==> config.mk <==
export PLATFORM = sky130hd
export DESIGN_NAME = uesc_core
export DESIGN_NICKNAME = d
export VERILOG_FILES = /design/src/verilog/uesc_pkg.sv /design/src/verilog/uesc_core.sv
export SDC_FILE = /design/constraint.sdc
export NUM_CORES = 1
export LEC_CHECK = 0
export ABC_AREA = 0
export BUFFER_PORTS_ARGS = -buffer_cell sky130_fd_sc_hd__buf_2
export CORE_MARGIN = 2
export CORE_UTILIZATION = 51
export DETAILED_ROUTE_END_ITERATION = 10
export GPL_ROUTABILITY_DRIVEN = 0
export GPL_TIMING_DRIVEN = 1
export PLACE_DENSITY_LB_ADDON = 0.15
export SLEW_MARGIN = 20
export SYNTH_ARGS = -nofsm -noshare
export SYNTH_HDL_FRONTEND = slang
export SYNTH_SLANG_ARGS = --single-unit
==> constraint.sdc <==
create_clock -name ref_clk -period 3.9 [get_ports ref_clk]
set_clock_uncertainty 0.1 [all_clocks]
set_input_delay 0.39 -clock ref_clk [delete_from_list [all_inputs] [get_ports ref_clk]]
set_output_delay 0.39 -clock ref_clk [all_outputs]
set_load 0.03 [all_outputs]
==> src/verilog/uesc_pkg.sv <==
// Package with constants and types for the endpoint status command logic
package uesc_pkg;

    // Endpoint population
    localparam int unsigned NUM_EP       = 10;
    localparam logic [3:0]  EP_MAX       = 4'h9;
    localparam logic [3:0]  CTRL_OUT_EP  = 4'h0;
    localparam logic [9:0]  CTRL_EP_MASK = 10'h003;
    localparam logic [9:0]  DBL_BUF_MASK = 10'h3fc;

    // Command codes
    localparam logic [7:0] OP_SEL_FIRST    = 8'h00;
    localparam logic [7:0] OP_SEL_LAST     = 8'h09;
    localparam logic [7:0] OP_CLR_FIRST    = 8'h40;
    localparam logic [7:0] OP_CLR_LAST     = 8'h47;
    localparam logic [7:0] OP_SET_LAST     = 8'h49;

    // Status byte fields
    localparam int unsigned ST_FE    = 0;
    localparam int unsigned ST_STALL = 1;
    localparam int unsigned ST_STP   = 2;
    localparam int unsigned ST_PO    = 3;
    localparam int unsigned ST_NAK   = 4;
    localparam int unsigned ST_B1    = 5;
    localparam int unsigned ST_B2    = 6;
    localparam int unsigned ST_RSVD  = 7;

    // Set status byte fields
    localparam int unsigned SS_STALL   = 0;
    localparam int unsigned SS_EXT_LSB = 5;
    localparam int unsigned SS_EXT_MSB = 7;

    typedef enum logic [1:0] {
        TOK_SETUP,
        TOK_OUT,
        TOK_IN
    } uesc_tok_kind_t;

    typedef enum logic [1:0] {
        RSP_ACK,
        RSP_NAK,
        RSP_STALL,
        RSP_DATA
    } uesc_rsp_kind_t;

    typedef enum logic [1:0] {
        CS_IDLE,
        CS_SELECT,
        CS_SEL_CLR,
        CS_SET_ONLY
    } uesc_cmd_state_t;

    // Token from the packet engine
    typedef struct packed {
        logic [3:0]     ep;
        uesc_tok_kind_t kind;
    } uesc_tok_t;

    // Handshake decision for the packet engine
    typedef struct packed {
        uesc_rsp_kind_t kind;
        logic           toggle;
    } uesc_rsp_t;

    // Per-endpoint state
    typedef struct packed {
        logic       stall;
        logic       b1;
        logic       b2;
        logic       setup_received_flag;
        logic       po;
        logic       nak;
        logic       intr;
        logic       tog;
        logic [2:0] ext;
    } uesc_ep_t;

    localparam uesc_ep_t EP_RESET = '{stall: 1'b0, b1: 1'b0, b2: 1'b0, setup_received_flag: 1'b0, po: 1'b0,
                                     nak: 1'b0, intr: 1'b0, tog: 1'b0, ext: 3'h0};

endpackage

==> src/verilog/uesc_core.sv <==
// Endpoint status, select and set-status command logic of the device interface engine
`timescale 1ns/1ps

module uesc_core (
    // Clock and reset
    input  wire logic                    ref_clk,
    input  wire logic                    sys_rst,
    // Software command port
    input  wire logic                    cmd_wr,
    input  wire logic [7:0]              cmd_code,
    input  wire logic                    dat_wr,
    input  wire logic [7:0]              dat_wdata,
    input  wire logic                    dat_rd,
    output logic                         rd_valid,
    output logic [7:0]                   rd_data,
    // Software buffer traffic
    input  wire logic                    sw_fill,
    input  wire logic                    sw_drain,
    input  wire logic [3:0]              sw_ep,
    // Packet engine side
    input  wire logic                    tok_valid,
    input  wire uesc_pkg::uesc_tok_t     tok,
    input  wire logic                    in_acked,
    input  wire logic [3:0]              in_acked_ep,
    output logic                         rsp_valid,
    output uesc_pkg::uesc_rsp_t          rsp,
    // Configuration and status
    input  wire logic [9:0]              nak_int_en,
    output logic [9:0]                   endpoint_interrupt_status,
    output logic [9:0]                   ep_stalled,
    output logic [9:0]                   ep_data_toggle
);

    // Command state
    uesc_pkg::uesc_cmd_state_t cs_q;
    uesc_pkg::uesc_cmd_state_t cs_d;
    logic [3:0]                sel_ep_q;
    logic [3:0]                sel_ep_d;
    logic                      rd_valid_q;
    logic                      rd_valid_d;
    logic [7:0]                rd_data_q;
    logic [7:0]                rd_data_d;
    logic                      set_wr;
    logic                      clr_rd;

    // Endpoint state
    uesc_pkg::uesc_ep_t        ep_q [uesc_pkg::NUM_EP];
    uesc_pkg::uesc_ep_t        ep_d [uesc_pkg::NUM_EP];
    logic [7:0]                stat_byte [uesc_pkg::NUM_EP];
    logic [9:0]                full_v;
    logic [9:0]                empty_v;

    // Response state
    logic                      rsp_valid_q;
    logic                      rsp_valid_d;
    uesc_pkg::uesc_rsp_t       rsp_q;
    uesc_pkg::uesc_rsp_t       rsp_d;
    logic                      tok_ok;

    assign set_wr = dat_wr && (cs_q == uesc_pkg::CS_SEL_CLR || cs_q == uesc_pkg::CS_SET_ONLY);
    assign clr_rd = dat_rd && (cs_q == uesc_pkg::CS_SEL_CLR);
    assign tok_ok = tok_valid && (tok.ep <= uesc_pkg::EP_MAX);

    // Command decode and status read
    always_comb begin
        cs_d       = cs_q;
        sel_ep_d   = sel_ep_q;
        rd_valid_d = 1'b0;
        rd_data_d  = rd_data_q;
        if (cmd_wr) begin
            if (cmd_code <= uesc_pkg::OP_SEL_LAST) begin
                cs_d     = uesc_pkg::CS_SELECT;
                sel_ep_d = cmd_code[3:0];
            end else if (cmd_code >= uesc_pkg::OP_CLR_FIRST && cmd_code <= uesc_pkg::OP_CLR_LAST) begin
                cs_d     = uesc_pkg::CS_SEL_CLR;
                sel_ep_d = cmd_code[3:0];
            end else if (cmd_code > uesc_pkg::OP_CLR_LAST && cmd_code <= uesc_pkg::OP_SET_LAST) begin
                cs_d     = uesc_pkg::CS_SET_ONLY;
                sel_ep_d = cmd_code[3:0];
            end else begin
                cs_d = uesc_pkg::CS_IDLE;
            end
        end else begin
            case (cs_q)
                uesc_pkg::CS_IDLE: begin
                    cs_d = uesc_pkg::CS_IDLE;
                end
                uesc_pkg::CS_SELECT: begin
                    cs_d = uesc_pkg::CS_SELECT;
                end
                uesc_pkg::CS_SEL_CLR: begin
                    if (dat_rd) begin
                        cs_d = uesc_pkg::CS_SELECT;
                    end else if (dat_wr) begin
                        cs_d = uesc_pkg::CS_IDLE;
                    end
                end
                uesc_pkg::CS_SET_ONLY: begin
                    if (dat_wr) begin
                        cs_d = uesc_pkg::CS_IDLE;
                    end
                end
                default: begin
                    cs_d = uesc_pkg::CS_IDLE;
                end
            endcase
        end
        if (dat_rd && !cmd_wr) begin
            rd_valid_d = 1'b1;
            if (sel_ep_q <= uesc_pkg::EP_MAX && cs_q != uesc_pkg::CS_IDLE) begin
                rd_data_d = stat_byte[sel_ep_q];
            end else begin
                rd_data_d = 8'h00;
            end
        end
    end

    always_ff @(posedge ref_clk or posedge sys_rst) begin
        if (sys_rst) begin
            cs_q       <= uesc_pkg::CS_IDLE;
            sel_ep_q   <= 4'h0;
            rd_valid_q <= 1'b0;
            rd_data_q  <= 8'h00;
        end else begin
            cs_q       <= cs_d;
            sel_ep_q   <= sel_ep_d;
            rd_valid_q <= rd_valid_d;
            rd_data_q  <= rd_data_d;
        end
    end

    // Per-endpoint status
    for (genvar i = 0; i < uesc_pkg::NUM_EP; i++) begin : g_ep
        localparam logic [3:0] EPI     = 4'(i);
        localparam logic       IS_IN   = EPI[0];
        localparam logic       IS_CTRL = uesc_pkg::CTRL_EP_MASK[i];
        localparam logic       IS_DBL  = uesc_pkg::DBL_BUF_MASK[i];
        logic hit_tok;
        logic hit_wr;
        logic hit_clr;

        assign hit_tok    = tok_ok && !cmd_wr && tok.ep == EPI;
        assign hit_wr     = set_wr && !cmd_wr && sel_ep_q == EPI;
        assign hit_clr    = clr_rd && !cmd_wr && sel_ep_q == EPI;
        assign full_v[i]  = IS_DBL ? (ep_q[i].b1 && ep_q[i].b2) : ep_q[i].b1;
        assign empty_v[i] = !ep_q[i].b1;

        always_comb begin
            stat_byte[i]                      = 8'h00;
            stat_byte[i][uesc_pkg::ST_FE]     = (IS_IN && IS_DBL) ? (ep_q[i].b1 && ep_q[i].b2)
                                                : (ep_q[i].b1 || (IS_DBL && ep_q[i].b2));
            stat_byte[i][uesc_pkg::ST_STALL]  = ep_q[i].stall;
            stat_byte[i][uesc_pkg::ST_STP]    = ep_q[i].setup_received_flag;
            stat_byte[i][uesc_pkg::ST_PO]     = ep_q[i].po;
            stat_byte[i][uesc_pkg::ST_NAK]    = ep_q[i].nak;
            stat_byte[i][uesc_pkg::ST_B1]     = ep_q[i].b1;
            stat_byte[i][uesc_pkg::ST_B2]     = IS_DBL && ep_q[i].b2;
            stat_byte[i][uesc_pkg::ST_RSVD]   = 1'b0;
        end

        always_comb begin
            ep_d[i] = ep_q[i];
            // Clears first so that a same-cycle hardware event wins
            if (hit_clr) begin
                ep_d[i].intr = 1'b0;
                if (EPI == uesc_pkg::CTRL_OUT_EP) begin
                    ep_d[i].setup_received_flag = 1'b0;
                    ep_d[i].po  = 1'b0;
                end
            end
            if (hit_wr) begin
                ep_d[i].ext   = dat_wdata[uesc_pkg::SS_EXT_MSB:uesc_pkg::SS_EXT_LSB];
                ep_d[i].stall = dat_wdata[uesc_pkg::SS_STALL];
                ep_d[i].b1    = 1'b0;
                ep_d[i].b2    = 1'b0;
                ep_d[i].tog   = 1'b0;
            end
            if (sw_fill && sw_ep == EPI && IS_IN) begin
                if (!ep_d[i].b1) begin
                    ep_d[i].b1 = 1'b1;
                end else if (IS_DBL) begin
                    ep_d[i].b2 = 1'b1;
                end
            end
            if (sw_drain && sw_ep == EPI && !IS_IN) begin
                if (ep_d[i].b2) begin
                    ep_d[i].b2 = 1'b0;
                end else begin
                    ep_d[i].b1 = 1'b0;
                end
            end
            if (hit_tok) begin
                case (tok.kind)
                    uesc_pkg::TOK_SETUP: begin
                        if (IS_CTRL && !IS_IN) begin
                            ep_d[i].stall = 1'b0;
                            ep_d[i].po    = ep_q[i].b1 && !ep_q[i].stall;
                            ep_d[i].b1    = 1'b1;
                            ep_d[i].b2    = 1'b0;
                            ep_d[i].setup_received_flag   = 1'b1;
                            ep_d[i].nak   = 1'b0;
                            ep_d[i].intr  = 1'b1;
                            ep_d[i].tog   = 1'b1;
                        end
                    end
                    uesc_pkg::TOK_OUT: begin
                        if (!ep_q[i].stall && !IS_IN) begin
                            if (full_v[i]) begin
                                if (nak_int_en[i]) begin
                                    ep_d[i].nak = 1'b1;
                                end
                            end else begin
                                if (!ep_q[i].b1) begin
                                    ep_d[i].b1 = 1'b1;
                                end else begin
                                    ep_d[i].b2 = 1'b1;
                                end
                                ep_d[i].setup_received_flag  = 1'b0;
                                ep_d[i].nak  = 1'b0;
                                ep_d[i].intr = 1'b1;
                                ep_d[i].tog  = !ep_q[i].tog;
                            end
                        end
                    end
                    uesc_pkg::TOK_IN: begin
                        if (!ep_q[i].stall && IS_IN && empty_v[i] && nak_int_en[i]) begin
                            ep_d[i].nak = 1'b1;
                        end
                    end
                    default: begin
                        ep_d[i].nak = ep_q[i].nak;
                    end
                endcase
            end
            if (in_acked && in_acked_ep == EPI && IS_IN && ep_q[i].b1) begin
                if (ep_d[i].b2) begin
                    ep_d[i].b2 = 1'b0;
                end else begin
                    ep_d[i].b1 = 1'b0;
                end
                ep_d[i].nak  = 1'b0;
                ep_d[i].intr = 1'b1;
                ep_d[i].tog  = !ep_q[i].tog;
            end
        end

        always_ff @(posedge ref_clk or posedge sys_rst) begin
            if (sys_rst) begin
                ep_q[i] <= uesc_pkg::EP_RESET;
            end else begin
                ep_q[i] <= ep_d[i];
            end
        end

        assign endpoint_interrupt_status[i] = ep_q[i].intr;
        assign ep_stalled[i]                = ep_q[i].stall;
        assign ep_data_toggle[i]            = ep_q[i].tog;
    end

    // Handshake decision per token
    always_comb begin
        rsp_valid_d = 1'b0;
        rsp_d       = rsp_q;
        if (tok_ok && !cmd_wr) begin
            rsp_valid_d = 1'b1;
            rsp_d.kind  = uesc_pkg::RSP_ACK;
            rsp_d.toggle = ep_q[tok.ep].tog;
            case (tok.kind)
                uesc_pkg::TOK_SETUP: begin
                    rsp_d.kind   = uesc_pkg::RSP_ACK;
                    rsp_d.toggle = 1'b0;
                end
                uesc_pkg::TOK_OUT: begin
                    if (ep_q[tok.ep].stall) begin
                        rsp_d.kind = uesc_pkg::RSP_STALL;
                    end else if (full_v[tok.ep]) begin
                        rsp_d.kind = uesc_pkg::RSP_NAK;
                    end else begin
                        rsp_d.kind = uesc_pkg::RSP_ACK;
                    end
                end
                uesc_pkg::TOK_IN: begin
                    if (ep_q[tok.ep].stall) begin
                        rsp_d.kind = uesc_pkg::RSP_STALL;
                    end else if (empty_v[tok.ep]) begin
                        rsp_d.kind = uesc_pkg::RSP_NAK;
                    end else begin
                        rsp_d.kind = uesc_pkg::RSP_DATA;
                    end
                end
                default: begin
                    rsp_valid_d = 1'b0;
                end
            endcase
        end
    end

    always_ff @(posedge ref_clk or posedge sys_rst) begin
        if (sys_rst) begin
            rsp_valid_q <= 1'b0;
            rsp_q       <= '{kind: uesc_pkg::RSP_ACK, toggle: 1'b0};
        end else begin
            rsp_valid_q <= rsp_valid_d;
            rsp_q       <= rsp_d;
        end
    end

    assign rd_valid  = rd_valid_q;
    assign rd_data   = rd_data_q;
    assign rsp_valid = rsp_valid_q;
    assign rsp       = rsp_q;

endmodule

# Word-level counts from Yosys, hierarchy flattened
# Cells that the tools add are included.
op_classes:
  order_cmp: 10
  eq_ne: 43
  n_mux: 170
  n_bitwise: 6
  n_reduce_logical: 156
op_table:
  columns: ["cell", "n"]
  rows:
  - ["$mux W2", 50]
  - ["$logic_and A1 B1 Y1", 79]
  - ["$mux W3", 25]
  - ["$mux W1", 67]
  - ["$eq A4 B3 Y1 const B", 14]
  - ["$reduce_bool A2 Y1", 27]
  - ["$mux W4", 13]
  - ["$bmux W11 S4", 1]
  - ["$bmux W8 S4", 1]
  - ["$mux W8", 4]
  - ["$eq A4 B2 Y1 const B", 7]
  - ["$eq A4 B4 Y1 const B", 7]
  - ["$logic_not A1 Y1", 27]
  - ["$mux W11", 2]
  - ["$reduce_and A4 Y1", 5]
  - ["$eq A4 B1 Y1 const B", 4]
  - ["$le A8 B7 Y1 const B", 2]
  - ["$reduce_and A3 Y1", 5]
  - ["$logic_not A4 Y1", 3]
  - ["$ge A5 B5 Y1 const B", 2]
  - ["$ne A2 B2 Y1 const B", 5]
  - ["$not A4 Y5", 2]
  - ["$bmux W1 S4", 2]
  - ["$ge A8 B7 Y1 const B", 1]
  - ["17 further kinds", 30]
totals:
  regBits: 111
  input_bits: 49
  elab_cells: 464

# Depth between registers and ports, before layout
depth:
  ltp_word: 13
  ltp_mapped: 7
  ltp_nobuf: 7

# Worst setup path after synthesis
# OpenSTA, ideal clock, no wires.
synth_path:
  path_type: "input -> register"
  startpoint: "input port tok[1] (netlist name)"
  endpoint: "register ep_q (netlist bit ep_data_toggle[8])"
  setup_time_ns: 0.124
  arrival_time_ns: 1.681
  required_ns: 3.676
  setup_slack_ns: 1.994
  stages: 7
  n_path_buf: 0
  cell_sequence: "inv_1 > ha_1 > inv_2 > or4_4 > nor3_4 > nand2_2 > mux2i_1"
synth_lines:
  columns: ["element", "line_no", "text"]
  rows:
  - ["start, declared", "uesc_core.sv:22", "input wire uesc_pkg::uesc_tok_t tok,"]
  - ["end signal, assigned by index", "uesc_core.sv:249", "ep_q[i] <= uesc_pkg::EP_RESET;"]
  - ["end signal, assigned by index", "uesc_core.sv:251", "ep_q[i] <= ep_d[i];"]
  - ["end, declared", "uesc_core.sv:47", "uesc_pkg::uesc_ep_t ep_q [uesc_pkg::NUM_EP];"]

# Worst setup path in the final report
layout_path:
  startpoint: "register sel_ep_q[1]"
  endpoint: "register ep_q (netlist bit ep_stalled[2])"
layout_between:
  elab_chain_cells: 2
layout_lines:
  columns: ["element", "line_no", "text"]
  rows:
  - ["start, declared", "uesc_core.sv:37", "logic [3:0] sel_ep_q;"]
  - ["start signal, assigned", "uesc_core.sv:126", "sel_ep_q <= sel_ep_d;"]
  - ["$eq A4 B2 Y1", "uesc_core.sv:143", "assign hit_wr = set_wr && !cmd_wr && sel_ep_q == EPI;"]
  - ["$logic_and A1 B1 Y1", "uesc_core.sv:143", null]
# No other way between the ends.
# A chain may end at the register's enable or synchronous reset.

==> summary.md <==
| Metric | Value |
|---|---|
| Port Buffers | between 80 and 90 |
| Simple-gate area share of the yosys netlist | 20.3% |
| Layout area overhead | 9.00% |
| Compound-Gate Fraction of Synth Area | between 10% and 20% |
| Nets | between 500 and 600 |
| FFs w/ async S/R, synth | 100% |
| PwrDens | about 470 mW/mm² |
| DP Wirelength | approximately 9.3 mm |
| Yosys cell types | 63 |
| Adder-Cell Fraction of Synth Area | 1.06% |
| R2R cell count | 4 |
| Switch share | ~38% |
| Initial antenna violation count | 0 |
| Top cells by count, synth | dfrtp_1 (80), nand2_1 (63), buf_4 (33) |
| Tightest Pin Transition | ~1.1 ns |
| Clock sinks | 80 |
| Routed wire per std cell | approximately 19 µm |
| Routed via count | between 3000 and 4000 |
| Minimum clock period | around 2.3 ns |
| Synth Flop Type | dfrtp_1 |
| Switching pwr | a little over 0.0009 W |
| Area leader, netlist | dfrtp_1 |
| Final Hold Viols | 0 |
| Synthesized area per cell | between 9 and 10 µm² |
| Synth Instances | a little under 500 |
| Crit share post-route | between 50% and 60% |
| Syn nets | between 500 and 600 |
| Clock slew at reported path FFs | 0.09 ns |
| Worst hold slack | roughly 0.0031 ns |
| Worst Hold Class | in -> async |
| Slew HR | 27.8% |
| RSZ-0062 raised after global routing | no |
| 1st-iter DRT viols | between 200 and 250 |
| Register bit total from synthesis | 80 |
| Largest net degree at the start of global routing | 42 |
| Post-DRT Antenna Nets | 0 |
| Mapped cell area | 0.00474 mm² |
| CTS buffer count | 9 |
| Worst-skew pair later-pin latency | 0.36 ns |
| Worst path bufs/invs | 1 |
| Final TNS setup | 0 ns |
| CP required | around 4.1 ns |
| Kind of critical path | reg -> reg |
| Mux contribution to synthesized area | around an eighth |
| Postcts setup bufs | 0 |
| CTS tree | yes |
| CTS Hold Bufs | 0 |
| Levels on crit path | 4 |
| Max_cap viols | 0 |
| Share of cells above drive strength 1 | between 20% and 30% |
| Clk root buf | clkbuf_8 |
| WP data arrival | 2.44 ns |
| Slowest-stage cell, CP | dfrtp_1 |
| Die height | between 100 and 150 µm |
| Logic pwr share | a little over a quarter |
| F_max | between 0.4 and 0.5 GHz |
| H-tree levels | 3 |
| GRT overflow | 0 |
| Largest vdd supply drop | ~0.33 mV |
| Clock network fraction of total power | 26.3% |
| Die X | 100 µm |
| I/O Pins | about 90 |
| XOR/XNOR Fraction of Synth Area | 0% |
| FP Rows | 35 |
| Sequential area share after synthesis | a little over two fifths |
| Count leader, synth | dfrtp_1 |
| Core box area | 0.00911 mm² |
| Starting Density | between 50% and 60% |
| Cts repair resizes | 0 |
| Via density | just under 6 |
| Top-area cell type share of the netlist area | roughly 42% |
| # setup viols final | 0 |
| First-pass GRT wire length | ~20 mm |
| Post-synth EDFFs | 0 |
| Leakage | about 2.4 nW |
| Number of global-route vias before repair | roughly 3800 |
| GRT Util Overall | between 20% and 30% |
| Crit path launch type | register |
| Main combinational cell family by area after synthesis | simple AND/OR/NAND/NOR gates |
| Ys Warns | 0 |
| CP max stage delay | 1.06 ns |
| Worst Path Max Fanout | 28 |
| Worst setup EP type | register |
| Sequential power share | 47.1% |
| Internal power | around 0.0015 W |
| 1st-pass router iterations | 5 |
| Clock buffer depth | 2 |
| Antenna Cells | 0 |
| Cell Chain, Critical Path | inv_1 > nor2_1 > nand2_1 > mux2_1 |
| DRT Wirelength | about 12 mm |
| Top post-synthesis cells by area | dfrtp_1 (42%), mux4_2 (5.7%), buf_4 (5.2%) |
| Drt drc | 0 |
| Die area | around 0.010 mm² |
| Status | completed |
| CP top delay family | flip-flops |
| Slew Limit Fails | 0 |
## path summary, 6_finish.rpt
check                                              from                      endpoint  slack, ns
max reg2reg                                 sel_ep_q[1]                 ep_stalled[2]       1.61
min in group ref_clk                             dat_wr                       cs_q[1]       0.15
max                                         sel_ep_q[1]                 ep_stalled[2]       1.61
min reg2reg                endpoint_interrupt_status[0]  endpoint_interrupt_status[0]       0.38
min                                             sys_rst                     rsp_valid      0.003
max in group asynchronous                       sys_rst                       ep_q[9]       2.71
## layout by cell type (no fill, tap or decap), drive strengths merged, types with 3 or more instances in the layout
| master | synthesis | routed |
|---|---|---|
| a21oi | 25 | 25 |
| o211ai | 8 | 8 |
| a31oi | 7 | 7 |
| inv | 15 | 17 |
| nand2 | 65 | 65 |
| ha | 4 | 4 |
| clkbuf | 7 | 9 |
| nor4 | 7 | 7 |
| nand3b | 4 | 4 |
| nor2 | 28 | 28 |
| o21ai | 39 | 39 |
| clkinvlp | 0 | 3 |
| a22o | 3 | 3 |
| nand2b | 12 | 12 |
| nand3 | 25 | 25 |
| and3 | 4 | 4 |
| dfrtp | 80 | 80 |
| mux2i | 16 | 16 |
| o31ai | 5 | 5 |
| nor3b | 3 | 3 |
| buf | 44 | 85 |
| o22ai | 5 | 5 |
| nor2b | 6 | 6 |
| mux4 | 12 | 12 |
| nor3 | 12 | 12 |
| nand4b | 3 | 3 |
| mux2 | 17 | 17 |
| a211oi | 3 | 3 |
| a211o | 3 | 3 |
## metrics by stage
step                worst slack (ns)  instance area, µm²  util, %  cells  total power (W)
floorplan                       1.36                4740        -    491          0.00168
global placement                1.67                4960     54.5    636          0.00179
detailed placement              1.64                4960     54.5    636          0.00181
CTS                             1.63                5170     56.7    652          0.00245
global route                    1.50                5170     56.7    652          0.00257
finish                          1.61                5170     56.7    652          0.00244
## worst reg2reg max path, delay by kind of cell (launching register included)
kind          cells  cell delay [ns]
flops             1             1.06
mux               1             0.36
simple gates      2             0.43
buf+inv           1             0.22
## power by group through the flow
| stage | Sequential, W | Combinational [W] | Clock (W) |
|---|---|---|---|
| 2_1_floorplan | 0.00106 | 0.000616 | 0 |
| 4_1_cts | 0.00114 | 0.000650 | 0.000652 |
| 6_report | 0.00115 | 0.000646 | 0.000641 |
| 5_1_grt | 0.00117 | 0.000710 | 0.000688 |
| 3_3_place_gp | 0.00115 | 0.000637 | 0 |
| 3_5_place_dp | 0.00116 | 0.000647 | 0 |
## kinds of logic (layout without fill, tap and decap cells)
family / count (synthesis) / count (layout)
compound gates: 112 / 112
mux: 45 / 45
simple gates: 183 / 183
buf+inv: 66 / 116
other cells: 1 / 1
flops: 80 / 80
fa+ha+maj: 4 / 4
## per-layer routing
layer | share of wire, % | wire length (µm) | track usage (%)
met5 | 0 | 0 | 0
met4 | 4.1 | 505 | 13.1
met3 | 6.3 | 783 | 5.22
met2 | 44 | 5500 | 38.4
met1 | 45 | 5590 | 36.4
## final cells by class
cell class                      count  area [µm²]
Fill cell                         873        3940
Multi-Input combinational cell    345        2340
Sequential cell                    80        2000
Timing Repair Buffer               85         430
Tap cell                          111         139
Clock buffer                        9         124
Clock inverter                      7        78.8
Inverter                           15        57.6
## state kept, by name, summed over array words and instances, names as in the netlist
name                       count
cs_q                           2
endpoint_interrupt_status     10
ep_data_toggle                10
ep_q                          32
ep_stalled                    10
rd_data                        7
rd_valid                       1
rsp                            3
rsp_valid                      1
sel_ep_q                       4
(Power assumes the default switching activity.)
